--- src/shared/gdfs_pkg.sv ---
// Package of constants and types for the general I/O debounce and frame sync block.
// ==========================================================================
// Function
// - The general output pin follows the output-value register, high when true and low when false.
// - The line-state register reads true while the filtered general input is asserted and false otherwise.
// - Writing value 2 to the routing variable register connects the general input to the event logic.
// - Writing value 5 to the event selector register selects the logic interrupt queue as event source.
// - Writing value 3 to the notification register enables protocol event messages; other values do not.
// - When configured, every change of the general input state emits one protocol event message.
// - The debounce register sets the filter window in steps of about 480 ns and drops shorter transitions.
// - The debounce register resets to zero and a zero value bypasses filtering entirely.
// - The debounce register accepts values up to 65535, a window of about 31 ms.
// - An external sync channel aligns frame start between master and slave cameras or other equipment.
// - Sync pulses are at least 100 ns wide and each accepted pulse is stretched to one microsecond.
// - The sync mode is not kept over reset and always comes up disabled.
// - In the slow 9 Hz configuration frames start on a fraction of the sync pulses.
// - External master mode relays each received sync pulse to the sync output; follower mode does not.
package gdfs_pkg;

  // ==========================================================================
  // Register byte offsets.
  localparam logic [7:0] ADDR_OUTPUT_VALUE  = 8'h00;
  localparam logic [7:0] ADDR_LINE_STATE    = 8'h04;
  localparam logic [7:0] ADDR_ROUTE_VAR     = 8'h08;
  localparam logic [7:0] ADDR_EVENT_SELECT  = 8'h0c;
  localparam logic [7:0] ADDR_NOTIFY_MODE   = 8'h10;
  localparam logic [7:0] ADDR_FILTER_WINDOW = 8'h14;
  localparam logic [7:0] ADDR_SYNC_SETTING  = 8'h18;
  localparam logic [7:0] ADDR_SLOW_DIVIDER  = 8'h1c;
  localparam logic [7:0] ADDR_IRQ_STATUS    = 8'h20;
  localparam logic [7:0] ADDR_IRQ_MASK      = 8'h24;
  localparam logic [7:0] ADDR_EVENT_COUNT   = 8'h28;

  // ==========================================================================
  // Enumeration values that arm the event path, and the 32-bit zero reset value.
  localparam logic [31:0] ROUTE_LOGIC_INPUT_ZERO   = 32'h0000_0002;
  localparam logic [31:0] SOURCE_LOGIC_IRQ_QUEUE   = 32'h0000_0005;
  localparam logic [31:0] NOTIFY_VISION_EVENT      = 32'h0000_0003;
  localparam logic [31:0] RESET_ZERO32             = 32'h0000_0000;

  // ==========================================================================
  // Sync setting codes and interrupt bit positions.
  localparam logic [1:0] SYNC_DISABLED       = 2'h0;
  localparam logic [1:0] SYNC_FOLLOWER       = 2'h1;
  localparam logic [1:0] SYNC_MASTER_RELAY   = 2'h2;
  localparam int IRQ_BIT_INPUT_EVENT = 0;
  localparam int IRQ_BIT_SYNC_PULSE  = 1;
  localparam int IRQ_BIT_FRAME_START = 2;
  localparam int IRQ_WIDTH           = 3;

  // ==========================================================================
  // Timing: clock 100 MHz.
  localparam int CLK_PERIOD_PS     = 10000;
  localparam int FILTER_STEP_PS    = 480000;
  localparam int STRETCH_WIDTH_PS  = 1000000;
  localparam int MIN_SYNC_PULSE_PS = 100000;
  localparam int FILTER_STEP_CYC   = FILTER_STEP_PS / CLK_PERIOD_PS;
  localparam int STRETCH_CYC       = STRETCH_WIDTH_PS / CLK_PERIOD_PS;
  localparam int MIN_SYNC_CYC      = (MIN_SYNC_PULSE_PS + CLK_PERIOD_PS - 1) / CLK_PERIOD_PS;
  localparam logic [15:0] FILTER_WINDOW_MAX = 16'hffff;

  typedef enum logic [1:0] {
    GDFS_AXI_IDLE,
    GDFS_AXI_RESP
  } gdfs_wr_state_t;

endpackage

--- src/verilog/gdfs_top.sv ---
// General I/O with debounce, event generation and external frame sync, behind AXI4-Lite.
//
// Local design decisions: the AXI4-Lite slave port and the placing of the registers.
`timescale 1ns/10ps
module gdfs_top
  import gdfs_pkg::*;
(
  input  wire logic        I_CLK_SYS,
  input  wire logic        I_RST,
  input  wire logic [7:0]  I_AWADDR,
  input  wire logic        I_AWVALID,
  output logic             O_AWREADY,
  input  wire logic [31:0] I_WDATA,
  input  wire logic [3:0]  I_WSTRB,
  input  wire logic        I_WVALID,
  output logic             O_WREADY,
  output logic [1:0]       O_BRESP,
  output logic             O_BVALID,
  input  wire logic        I_BREADY,
  input  wire logic [7:0]  I_ARADDR,
  input  wire logic        I_ARVALID,
  output logic             O_ARREADY,
  output logic [31:0]      O_RDATA,
  output logic [1:0]       O_RRESP,
  output logic             O_RVALID,
  input  wire logic        I_RREADY,
  input  wire logic        I_GENERAL_INPUT_POSITIVE,
  output logic             O_GENERAL_OUTPUT_POSITIVE,
  input  wire logic        I_SYNC_IN,
  output logic             O_SYNC_OUT,
  output logic             O_FRAME_START,
  output logic             O_VISION_PROTOCOL_EVENT,
  output logic             O_EVENT_LEVEL,
  output logic             O_IRQ
);

  // ==========================================================================
  // Registers.
  logic                 general_output_value_reg;
  logic [31:0]          logic_route_variable_reg;
  logic [31:0]          event_source_select_reg;
  logic [31:0]          event_notify_mode_reg;
  logic [15:0]          input_filter_window_reg;
  logic [1:0]           frame_sync_setting_reg;
  logic [7:0]           slow_divider_reg;
  logic [IRQ_WIDTH-1:0] irq_status_reg;
  logic [IRQ_WIDTH-1:0] irq_mask_reg;
  logic [15:0]          event_count_reg;

  // ==========================================================================
  // Input synchronisers.
  // Only the second stage feeds logic, because the first may still be settling.
  logic [1:0] gpi_sync_reg;
  logic [1:0] sync_in_sync_reg;

  always_ff @(posedge I_CLK_SYS) begin
    if (I_RST) begin
      gpi_sync_reg     <= 2'h0;
      sync_in_sync_reg <= 2'h0;
    end else begin
      gpi_sync_reg     <= {gpi_sync_reg[0], I_GENERAL_INPUT_POSITIVE};
      sync_in_sync_reg <= {sync_in_sync_reg[0], I_SYNC_IN};
    end
  end

  logic gpi_raw;
  logic sync_raw;
  assign gpi_raw  = gpi_sync_reg[1];
  assign sync_raw = sync_in_sync_reg[1];

  // ==========================================================================
  // Debounce filter: the window is counted as whole steps of a prescaler.
  // Any return of the raw level restarts both counters, so a bounce anywhere restarts the full window.
  logic        filtered_reg;
  logic [5:0]  step_cnt_reg;
  logic [15:0] window_cnt_reg;

  always_ff @(posedge I_CLK_SYS) begin
    if (I_RST) begin
      filtered_reg   <= 1'b0;
      step_cnt_reg   <= 6'h00;
      window_cnt_reg <= 16'h0000;
    end else if (input_filter_window_reg == 16'h0000) begin
      filtered_reg   <= gpi_raw;
      step_cnt_reg   <= 6'h00;
      window_cnt_reg <= 16'h0000;
    end else if (gpi_raw == filtered_reg) begin
      step_cnt_reg   <= 6'h00;
      window_cnt_reg <= 16'h0000;
    end else if (step_cnt_reg == 6'(FILTER_STEP_CYC - 1)) begin
      step_cnt_reg <= 6'h00;
      if (window_cnt_reg + 16'h0001 >= input_filter_window_reg) begin
        filtered_reg   <= gpi_raw;
        window_cnt_reg <= 16'h0000;
      end else begin
        window_cnt_reg <= window_cnt_reg + 16'h0001;
      end
    end else begin
      step_cnt_reg <= step_cnt_reg + 6'h01;
    end
  end

  // ==========================================================================
  // Event path.
  // The pulse and the captured level leave together, so the level is valid whenever the pulse is seen.
  logic filtered_prev_reg;
  logic event_armed;
  logic input_change;

  assign event_armed = (logic_route_variable_reg == ROUTE_LOGIC_INPUT_ZERO)
                    && (event_source_select_reg == SOURCE_LOGIC_IRQ_QUEUE)
                    && (event_notify_mode_reg == NOTIFY_VISION_EVENT);
  assign input_change = filtered_reg ^ filtered_prev_reg;

  always_ff @(posedge I_CLK_SYS) begin
    if (I_RST) begin
      filtered_prev_reg       <= 1'b0;
      O_VISION_PROTOCOL_EVENT <= 1'b0;
      O_EVENT_LEVEL           <= 1'b0;
      event_count_reg         <= 16'h0000;
    end else begin
      filtered_prev_reg       <= filtered_reg;
      O_VISION_PROTOCOL_EVENT <= input_change && event_armed;
      if (input_change && event_armed) begin
        O_EVENT_LEVEL   <= filtered_reg;
        event_count_reg <= event_count_reg + 16'h0001;
      end
    end
  end

  // ==========================================================================
  // Sync channel: edge detect, stretch, relay and slow-mode frame division.
  // The edge detector resets to the idle low level of the pin, so no false pulse follows reset.
  // A new edge inside the microsecond restarts the stretch instead of adding a second pulse.
  logic       sync_prev_reg;
  logic       sync_rise;
  logic [6:0] stretch_cnt_reg;
  logic [7:0] div_cnt_reg;
  logic       sync_enabled;

  assign sync_rise    = sync_raw && !sync_prev_reg;
  assign sync_enabled = (frame_sync_setting_reg != SYNC_DISABLED);

  always_ff @(posedge I_CLK_SYS) begin
    if (I_RST) begin
      sync_prev_reg   <= 1'b0;
      stretch_cnt_reg <= 7'h00;
      O_SYNC_OUT      <= 1'b0;
    end else begin
      sync_prev_reg <= sync_raw;
      if (sync_rise && sync_enabled) begin
        stretch_cnt_reg <= 7'(STRETCH_CYC - 1);
        O_SYNC_OUT      <= (frame_sync_setting_reg == SYNC_MASTER_RELAY);
      end else if (stretch_cnt_reg != 7'h00) begin
        stretch_cnt_reg <= stretch_cnt_reg - 7'h01;
      end else begin
        O_SYNC_OUT <= 1'b0;
      end
    end
  end

  // Slow configuration starts a frame on every (slow_divider_reg+1)th pulse, counted from zero at reset.
  always_ff @(posedge I_CLK_SYS) begin
    if (I_RST) begin
      div_cnt_reg   <= 8'h00;
      O_FRAME_START <= 1'b0;
    end else begin
      O_FRAME_START <= 1'b0;
      if (sync_rise && sync_enabled) begin
        if (div_cnt_reg >= slow_divider_reg) begin
          div_cnt_reg   <= 8'h00;
          O_FRAME_START <= 1'b1;
        end else begin
          div_cnt_reg <= div_cnt_reg + 8'h01;
        end
      end
    end
  end

  assign O_GENERAL_OUTPUT_POSITIVE = general_output_value_reg;

  // ==========================================================================
  // AXI4-Lite write channel: address and data taken in either order.
  logic       aw_held_reg;
  logic [7:0] aw_addr_reg;
  logic       w_held_reg;
  logic [31:0] w_data_reg;
  logic [3:0] wstrb_held_reg;
  logic       wr_go;

  assign O_AWREADY = !aw_held_reg && !O_BVALID;
  assign O_WREADY  = !w_held_reg && !O_BVALID;
  assign wr_go     = aw_held_reg && w_held_reg;

  always_ff @(posedge I_CLK_SYS) begin
    if (I_RST) begin
      aw_held_reg <= 1'b0;
      aw_addr_reg <= 8'h00;
      w_held_reg  <= 1'b0;
      w_data_reg  <= RESET_ZERO32;
      O_BVALID    <= 1'b0;
      O_BRESP     <= 2'h0;
    end else begin
      if (I_AWVALID && O_AWREADY) begin
        aw_held_reg <= 1'b1;
        aw_addr_reg <= I_AWADDR;
      end
      if (I_WVALID && O_WREADY) begin
        w_held_reg <= 1'b1;
        w_data_reg <= I_WDATA;
      end
      if (wr_go) begin
        aw_held_reg <= 1'b0;
        w_held_reg  <= 1'b0;
        O_BVALID    <= 1'b1;
        O_BRESP     <= wr_known(aw_addr_reg) ? 2'h0 : 2'h2;
      end else if (O_BVALID && I_BREADY) begin
        O_BVALID <= 1'b0;
      end
    end
  end

  // Read-only and unmapped offsets answer with a slave error and change nothing.
  function automatic logic wr_known(input logic [7:0] a);
    logic ok;
    ok = 1'b0;
    if (a == ADDR_OUTPUT_VALUE) begin
      ok = 1'b1;
    end else if (a == ADDR_ROUTE_VAR) begin
      ok = 1'b1;
    end else if (a == ADDR_EVENT_SELECT) begin
      ok = 1'b1;
    end else if (a == ADDR_NOTIFY_MODE) begin
      ok = 1'b1;
    end else if (a == ADDR_FILTER_WINDOW) begin
      ok = 1'b1;
    end else if (a == ADDR_SYNC_SETTING) begin
      ok = 1'b1;
    end else if (a == ADDR_SLOW_DIVIDER) begin
      ok = 1'b1;
    end else if (a == ADDR_IRQ_MASK) begin
      ok = 1'b1;
    end
    return ok;
  endfunction

  // Narrow fields are written only when the low-lane strobe is set; wide enums and the filter window take each strobed byte lane.
  always_ff @(posedge I_CLK_SYS) begin
    if (I_RST) begin
      general_output_value_reg <= 1'b0;
      logic_route_variable_reg <= RESET_ZERO32;
      event_source_select_reg  <= RESET_ZERO32;
      event_notify_mode_reg    <= RESET_ZERO32;
      input_filter_window_reg  <= 16'h0000;
      frame_sync_setting_reg   <= SYNC_DISABLED;
      slow_divider_reg         <= 8'h00;
      irq_mask_reg             <= '0;
    end else if (wr_go) begin
      if (aw_addr_reg == ADDR_OUTPUT_VALUE && wstrb_held_reg[0]) begin
        general_output_value_reg <= w_data_reg[0];
      end else if (aw_addr_reg == ADDR_ROUTE_VAR) begin
        logic_route_variable_reg <= merge(logic_route_variable_reg, w_data_reg, wstrb_held_reg);
      end else if (aw_addr_reg == ADDR_EVENT_SELECT) begin
        event_source_select_reg <= merge(event_source_select_reg, w_data_reg, wstrb_held_reg);
      end else if (aw_addr_reg == ADDR_NOTIFY_MODE) begin
        event_notify_mode_reg <= merge(event_notify_mode_reg, w_data_reg, wstrb_held_reg);
      end else if (aw_addr_reg == ADDR_FILTER_WINDOW) begin
        input_filter_window_reg <= 16'(merge({16'h0000, input_filter_window_reg}, w_data_reg, wstrb_held_reg));
      end else if (aw_addr_reg == ADDR_SYNC_SETTING && wstrb_held_reg[0]) begin
        frame_sync_setting_reg <= w_data_reg[1:0];
      end else if (aw_addr_reg == ADDR_SLOW_DIVIDER && wstrb_held_reg[0]) begin
        slow_divider_reg <= w_data_reg[7:0];
      end else if (aw_addr_reg == ADDR_IRQ_MASK && wstrb_held_reg[0]) begin
        irq_mask_reg <= w_data_reg[IRQ_WIDTH-1:0];
      end
    end
  end

  // Strobes are kept with the data because the write lands only once both halves are in.
  always_ff @(posedge I_CLK_SYS) begin
    if (I_RST) begin
      wstrb_held_reg <= 4'h0;
    end else if (I_WVALID && O_WREADY) begin
      wstrb_held_reg <= I_WSTRB;
    end
  end

  function automatic logic [31:0] merge(input logic [31:0] old, input logic [31:0] nw, input logic [3:0] s);
    logic [31:0] r;
    r = old;
    for (int i = 0; i < 4; i++) begin
      if (s[i]) begin
        r[i*8 +: 8] = nw[i*8 +: 8];
      end
    end
    return r;
  endfunction

  // ==========================================================================
  // AXI4-Lite read channel and sticky interrupt status.
  logic        status_read;
  logic [31:0] rd_word;
  logic        rd_ok;
  logic [IRQ_WIDTH-1:0] irq_events;

  assign O_ARREADY   = !O_RVALID;
  assign status_read = I_ARVALID && O_ARREADY && (I_ARADDR == ADDR_IRQ_STATUS);
  assign irq_events[IRQ_BIT_INPUT_EVENT] = O_VISION_PROTOCOL_EVENT;
  assign irq_events[IRQ_BIT_SYNC_PULSE]  = sync_rise && sync_enabled;
  assign irq_events[IRQ_BIT_FRAME_START] = O_FRAME_START;

  always_comb begin
    rd_ok   = 1'b1;
    rd_word = RESET_ZERO32;
    if (I_ARADDR == ADDR_OUTPUT_VALUE) begin
      rd_word = {31'h0, general_output_value_reg};
    end else if (I_ARADDR == ADDR_LINE_STATE) begin
      rd_word = {31'h0, filtered_reg};
    end else if (I_ARADDR == ADDR_ROUTE_VAR) begin
      rd_word = logic_route_variable_reg;
    end else if (I_ARADDR == ADDR_EVENT_SELECT) begin
      rd_word = event_source_select_reg;
    end else if (I_ARADDR == ADDR_NOTIFY_MODE) begin
      rd_word = event_notify_mode_reg;
    end else if (I_ARADDR == ADDR_FILTER_WINDOW) begin
      rd_word = {16'h0, input_filter_window_reg};
    end else if (I_ARADDR == ADDR_SYNC_SETTING) begin
      rd_word = {30'h0, frame_sync_setting_reg};
    end else if (I_ARADDR == ADDR_SLOW_DIVIDER) begin
      rd_word = {24'h0, slow_divider_reg};
    end else if (I_ARADDR == ADDR_IRQ_STATUS) begin
      rd_word = {29'h0, irq_status_reg};
    end else if (I_ARADDR == ADDR_IRQ_MASK) begin
      rd_word = {29'h0, irq_mask_reg};
    end else if (I_ARADDR == ADDR_EVENT_COUNT) begin
      rd_word = {16'h0, event_count_reg};
    end else begin
      rd_ok = 1'b0;
    end
  end

  always_ff @(posedge I_CLK_SYS) begin
    if (I_RST) begin
      O_RVALID <= 1'b0;
      O_RDATA  <= RESET_ZERO32;
      O_RRESP  <= 2'h0;
    end else if (I_ARVALID && O_ARREADY) begin
      O_RVALID <= 1'b1;
      O_RDATA  <= rd_word;
      O_RRESP  <= rd_ok ? 2'h0 : 2'h2;
    end else if (O_RVALID && I_RREADY) begin
      O_RVALID <= 1'b0;
    end
  end

  // A new event in the clearing cycle survives the read-clear.
  // The clear happens at the edge that captures the read data, so no event is lost between them.
  always_ff @(posedge I_CLK_SYS) begin
    if (I_RST) begin
      irq_status_reg <= '0;
    end else begin
      irq_status_reg <= (status_read ? '0 : irq_status_reg) | irq_events;
    end
  end

  // The interrupt is a level that drops once the status is read or its bit is masked.
  assign O_IRQ = |(irq_status_reg & irq_mask_reg);

endmodule

--- config.mk ---
export PLATFORM = sky130hd
export DESIGN_NAME = gdfs_top
export DESIGN_NICKNAME = d
export VERILOG_FILES = /design/src/shared/gdfs_pkg.sv /design/src/verilog/gdfs_top.sv
export SDC_FILE = /design/constraint.sdc
export NUM_CORES = 1
export LEC_CHECK = 0
export ABC_CLOCK_PERIOD_IN_PS = 4200
export BUFFER_PORTS_ARGS = -buffer_cell sky130_fd_sc_hd__buf_4
export CAP_MARGIN = 10
export CORE_ASPECT_RATIO = 0.7
export CORE_MARGIN = 2
export CORE_UTILIZATION = 37
export CTS_CLUSTER_DIAMETER = 80
export CTS_CLUSTER_SIZE = 12
export DETAILED_ROUTE_END_ITERATION = 7
export PLACE_DENSITY = 0.64
export SETUP_SLACK_MARGIN = 0.05
export SLEW_MARGIN = 10
export SYNTH_ARGS = -nofsm -noshare
export SYNTH_HDL_FRONTEND = slang
export SYNTH_SLANG_ARGS = --single-unit
--- constraint.sdc ---
create_clock -name I_CLK_SYS -period 4.2 [get_ports I_CLK_SYS]
set_clock_uncertainty 0.05 [all_clocks]
set_input_delay 0.84 -clock I_CLK_SYS [delete_from_list [all_inputs] [get_ports I_CLK_SYS]]
set_output_delay 0.84 -clock I_CLK_SYS [all_outputs]
set_load 0.01 [all_outputs]
==> run summary, run 1 <==
outcome: finished clean
fin. max-slew vios: 0
Multi-input gate area: 6465 µm²
Max Buffers Root-to-Sink: 3
largest stage delay on the critical path: 0.47 ns
dpl cells: 1984
Peak Freq: 0.3103 GHz
via count: 11610
Post-DRT Antenna Nets: 0
number of I/O port buffers: 105
RePlAce Congestion: 0.9038
r2r worst-path depth: 12
R2R Setup Slk: 0.98 ns
biggest area consumer among synthesized cells: dfxtp_1
hold slack: 0.3964 ns
Worst Path Buf+Inv: 1
WL/cell: 19.60 µm
top cells by area, synth: dfxtp_1 (44%), nand2_1 (7.0%), a21oi_1 (6.6%)
CTS tree: done
leading register cell type out of synthesis: dfxtp_1
chip height: 157.9 µm
Die X: 223.9 µm
register area share after synthesis: 43.97%
number of cells on the critical path: 12
Post-Syn Area: 12520 µm²
H-tree depth: 1
Final Hold Fails: 0
P per Cell Area: 369.6 nW/µm²
WHS Endpoint: step_cnt_reg[0]
Critical Path Fanout Max: 21
Post-CTS Setup Inserts: 0
CP max stage cell: or4_1
CORE AREA: 33420 µm²
number of buffers created by CTS: 26
detailed-placement wirelength estimate: 28480 µm
Synth Area per Inst: 8.254 µm²
Relative slew margins: 35.67%
clock sinks: 275
num ports: 108
cts-stage hold buffer count: 0
largest net degree at the start of global routing: 131
layout cells sized above 1: 11.22%
critical path's most frequent cell: ha_1
GRT Total Usage: 21.84%
TNS Setup: 0 ns
initial core utilization: 37.46%
Crit path max-delay family: compound AO/OA/AOI/OAI gates
Reg-to-Reg End: window_cnt_reg[10]
share of the synthesized area in the top cell type: 43.97%
global route overflow: 0
DRC viols: 0
Root Driver: clkbuf_16
clock latency at the later pin of the worst-skew pair: 0.56 ns
HP Class: reg -> reg
Area growth, synth to finish: 14.12%
nets: 1667
clk slew on worst S/H paths: 0.06 ns
hold depth: 1
Finished Layout Cells: 2012
worst hold start: step_cnt_reg[0]
most numerous cell in the Yosys netlist: dfxtp_1
worst endpoint required time: 4.61 ns
Peak VDD IR: 0.0002852 V
ys async rst share: 0%
crit end category: flip-flop
register area: 5505 µm²
filler cell count: 3329
synthesized flop and latch total: 275
Worst Setup Start Kind: flip-flop
final core occ: 42.75%
Post-synth EDFFs: 0
diodes inserted: 0
Synth cell types: 62
Crit Reg-Reg Startpoint: window_cnt_reg[0]
FP Rows: 56
initial antenna violation count: 0
crit share post-route: 76.73%
Syn Inst Count: 1517
worst-path cell chain: ha_1 > nand3_1 > or4_1 > xnor2_1 > ha_1 > a21o_1 > a21oi_1 > nand4b_1 > o21ai_1 > buf_4 > o21ai_0 > a31oi_1
leakage: 0.005199 µW
setup repair after global routing missed its margin: false
Slew @ Worst Pin: 0.9570 ns
vias in the first global route: 10540
Resize count post-CTS: 0
min Tclk post-route: 3.223 ns
Ys Warns: 0
First DRT Iteration DRCs: 1214
Commonest cells post-synth: dfxtp_1 (275), nand2_1 (235), a21oi_1 (164)
drt total wl: 39440 µm
first-pass iteration count of the detailed router: 5
Vias/cell: 5.768
Finish-stage setup viols: 0
max-cap violations: 0
Critical Path AT: 3.63 ns
Die Area: 35350 µm²
first-pass GRT wire length: 60710 µm
CP Class: reg -> reg
[cells by family (layout without fill, tap and decap cells)]
group	Yosys count	after routing	share of synthesized area, %
and+or+nand+nor	659	659	25.25
AOI/OAI and AO/OA	317	317	15.56
DFF	275	275	43.97
buffers and inverters	135	194	4.447
muxes	67	67	5.466
xor gates and xnor gates	34	34	2.378
adders and majority gates	29	29	2.898
other	1	2	0.02995
[worst max path at each step]
stage,startpoint,to,slack [ns]
floorplan,window_cnt_reg[0],window_cnt_reg[6],1.09
global placement,I_ARADDR[1],O_RDATA[12],0.94
detailed placement,I_ARADDR[1],O_RDATA[14],0.89
CTS,window_cnt_reg[0],window_cnt_reg[10],0.97
global route,window_cnt_reg[0],window_cnt_reg[10],0.68
finish,window_cnt_reg[0],window_cnt_reg[10],0.98
[routing by layer]
| layer | up-vias | GRT usage (%) | share of wire, % |
|---|---|---|---|
| met1 | 5516 | 33.79 | 49 |
| met5 | - | 0 | 0 |
| li1 | 5512 | - | - |
| met2 | 515 | 30.55 | 39 |
| met4 | 0 | 4.825 | 2.2 |
| met3 | 62 | 4.436 | 9.8 |
[power breakdown]
group          internal, µW  leakage, µW  switching, µW
clock                  1130     0.000334            972
sequential             2680      0.00223           80.2
combinational           174      0.00264            252
total                  3980      0.00520           1300
[cell type report]
cell class	instances	area share (%)
flip-flops and latches	275	38.53
repair buffers	124	6.559
multi-input cells	1108	45.25
well taps	435	3.809
inverters	42	1.103
clock buffers	28	4.755
[placed cells by master, fill, tap and decap left out, types with 6 or more instances in the layout]
cell	count
o21ai_0	23
a211oi_1	14
a22oi_1	24
buf_4	123
o22ai_1	20
nor2b_1	22
or3_1	10
nor2_1	128
nor4b_1	8
nor4_1	51
a21oi_1	164
and3_1	12
mux2_2	11
nand3_1	109
a22o_1	8
a211o_1	6
ha_1	29
a221oi_1	9
nand2b_1	12
nand2_1	235
inv_1	41
mux2i_1	56
a31oi_1	7
nor3_1	16
and2_1	7
xnor2_1	16
nand4_1	19
clkbuf_16	27
a311oi_1	14
xor2_1	18
dfxtp_1	275
[per-stage QoR]
stage	power (µW)	setup slack [ns]	area, µm²
after floorplan	3078	1.089	12520
after global placement	3230	0.9358	13610
after detailed placement	3238	0.8929	13610
after CTS	5320	0.9686	14290
after global routing	5487	0.6789	14290
final	5281	0.9772	14290
(Power assumes the default switching activity.)
==> run 2, diff against run 1 <==
ABC_CLOCK_PERIOD_IN_PS = 3300   (was 4200)
clock period = 3.3 ns   (was 4.2 ns; I/O delays follow)
==> run 2 against run 1 <==
Register-to-register slack got worse by 0.70 ns; via count barely moved; combinational power rose by 28%; sequential share of layout area fell by 0.36 points; cell count rose by 0.70%.
==> run summary, run 2 (synthesis gave the netlist of run 1 again) <==
global route overflow: 0
via count: 11610
combinational group share of total power: 8.2%
CORE AREA: 33420 µm²
crit end category: flip-flop
Flop pwr share: 52.2%
Area growth, synth to finish: 15.25%
num ports: 108
Die Area: 35350 µm²
Worst Setup Start Kind: flip-flop
crit path from: window_cnt_reg[3]
clock latency at the later pin of the worst-skew pair: 0.55 ns
nets: 1681
Max Buffers Root-to-Sink: 3
largest net degree at the start of global routing: 197
outcome: finished clean
clock sinks: 275
TNS Setup: 0 ns
Peak Freq: 0.3311 GHz
Resize count post-CTS: 0
Finished Layout Cells: 2026
FP Rows: 56
layout cells sized above 1: 12.32%
Clock power frac: 39.6%
Slew @ Worst Pin: 1.017 ns
diodes inserted: 0
Post-DRT Antenna Nets: 0
chip height: 157.9 µm
hold slack: 0.2583 ns
P per Cell Area: 465.9 nW/µm²
first-pass iteration count of the detailed router: 7
Peak VDD IR: 0.0003865 V
First DRT Iteration DRCs: 1203
max-cap violations: 0
Vias/cell: 5.731
number of I/O port buffers: 105
initial antenna violation count: 0
leakage: 0.005275 µW
filler cell count: 3354
most frequent cells in the layout: dfxtp_1 (273), nand2_1 (235), a21oi_1 (164)
DRC viols: 0
Root Driver: clkbuf_16
Switching Share: 24.67%
crit share post-route: 91.53%
drt total wl: 39060 µm
Switch Pwr: 1658 µW
H-tree depth: 1
Internal: 5064 µW
clk slew on worst S/H paths: 0.06 ns
detailed-placement wirelength estimate: 28160 µm
Critical Path Fanout Max: 11
initial core utilization: 37.46%
RePlAce Congestion: 0.8858
dpl ws: 0.1748 ns
first-pass GRT wire length: 60380 µm
Critical Path AT: 3.44 ns
Crit Reg-Reg Startpoint: window_cnt_reg[3]
total power: 6723 µW
Post-CTS Setup Inserts: 0
WL/cell: 19.28 µm
final setup margin: 0.2795 ns
Relative slew margins: 32.05%
number of buffers created by CTS: 26
most common cell after layout, fill and taps aside: dfxtp_1
GRT Total Usage: 21.63%
worst endpoint required time: 3.72 ns
setup repair after global routing missed its margin: false
fin. max-slew vios: 0
Die X: 223.9 µm
min Tclk post-route: 3.021 ns
dpl cells: 1997
CTS tree: done
cts-stage hold buffer count: 0
Final Hold Fails: 0
worst hold start: I_RREADY
HP Class: in -> reg
CP Class: reg -> reg
vias in the first global route: 10550
Finish-stage setup viols: 0
## run 2: per-stage QoR
stage                     util [%]  cell area, µm²
after floorplan                  -           12520
after global placement       41.05           13720
after detailed placement     41.05           13720
after CTS                    43.08           14400
after global routing         43.18           14430
final                        43.18           14430
## run 2: path summary, 6_finish.rpt
path | to | depth (start not counted) | slack [ns]
worst max-delay path | window_cnt_reg[10] | 12 | 0.28
worst min-delay path | O_RVALID | 2 | 0.26
worst max register to register | window_cnt_reg[10] | 12 | 0.28
worst min register to register | sync_in_sync_reg[1] | 1 | 0.39
## run 2: cell type report
type	count	area (µm²)	area share [%]
Tap cell	435	544.3	3.772
Sequential cell	275	5508	38.17
Clock buffer	28	679.4	4.708
Multi-Input combinational cell	1108	6482	44.92
Timing Repair Buffer	138	1059	7.336
Inverter	42	157.7	1.093
## run 2: metal layers
layer | up-vias | global-route usage (%) | part of all wire [%]
met5 | - | 1.823 | 0.22
met4 | 2 | 4.698 | 1.7
met3 | 45 | 4.937 | 9.8
met2 | 515 | 29.84 | 39
met1 | 5505 | 33.34 | 49
li1 | 5544 | - | -
## run 2: power by group through the flow
| stage | clock network (µW) | logic (µW) | registers, µW |
|---|---|---|---|
| after floorplan | 0 | 380 | 3540 |
| after global placement | 0 | 539 | 3580 |
| after detailed placement | 0 | 551 | 3580 |
| after CTS | 2710 | 552 | 3510 |
| after global routing | 2820 | 612 | 3520 |
| final | 2660 | 548 | 3510 |
## run 2: critical path, cell delays in order, from the launching register on
cell	delay, ns
dfxtp_1	0.39
and3_2	0.24
nand3_1	0.14
or4_1	0.46
xnor2_1	0.21
ha_1	0.29
a21o_1	0.18
a21oi_1	0.20
nand4b_1	0.15
o21ai_2	0.21
buf_6	0.17
o21ai_0	0.09
a31oi_1	0.18
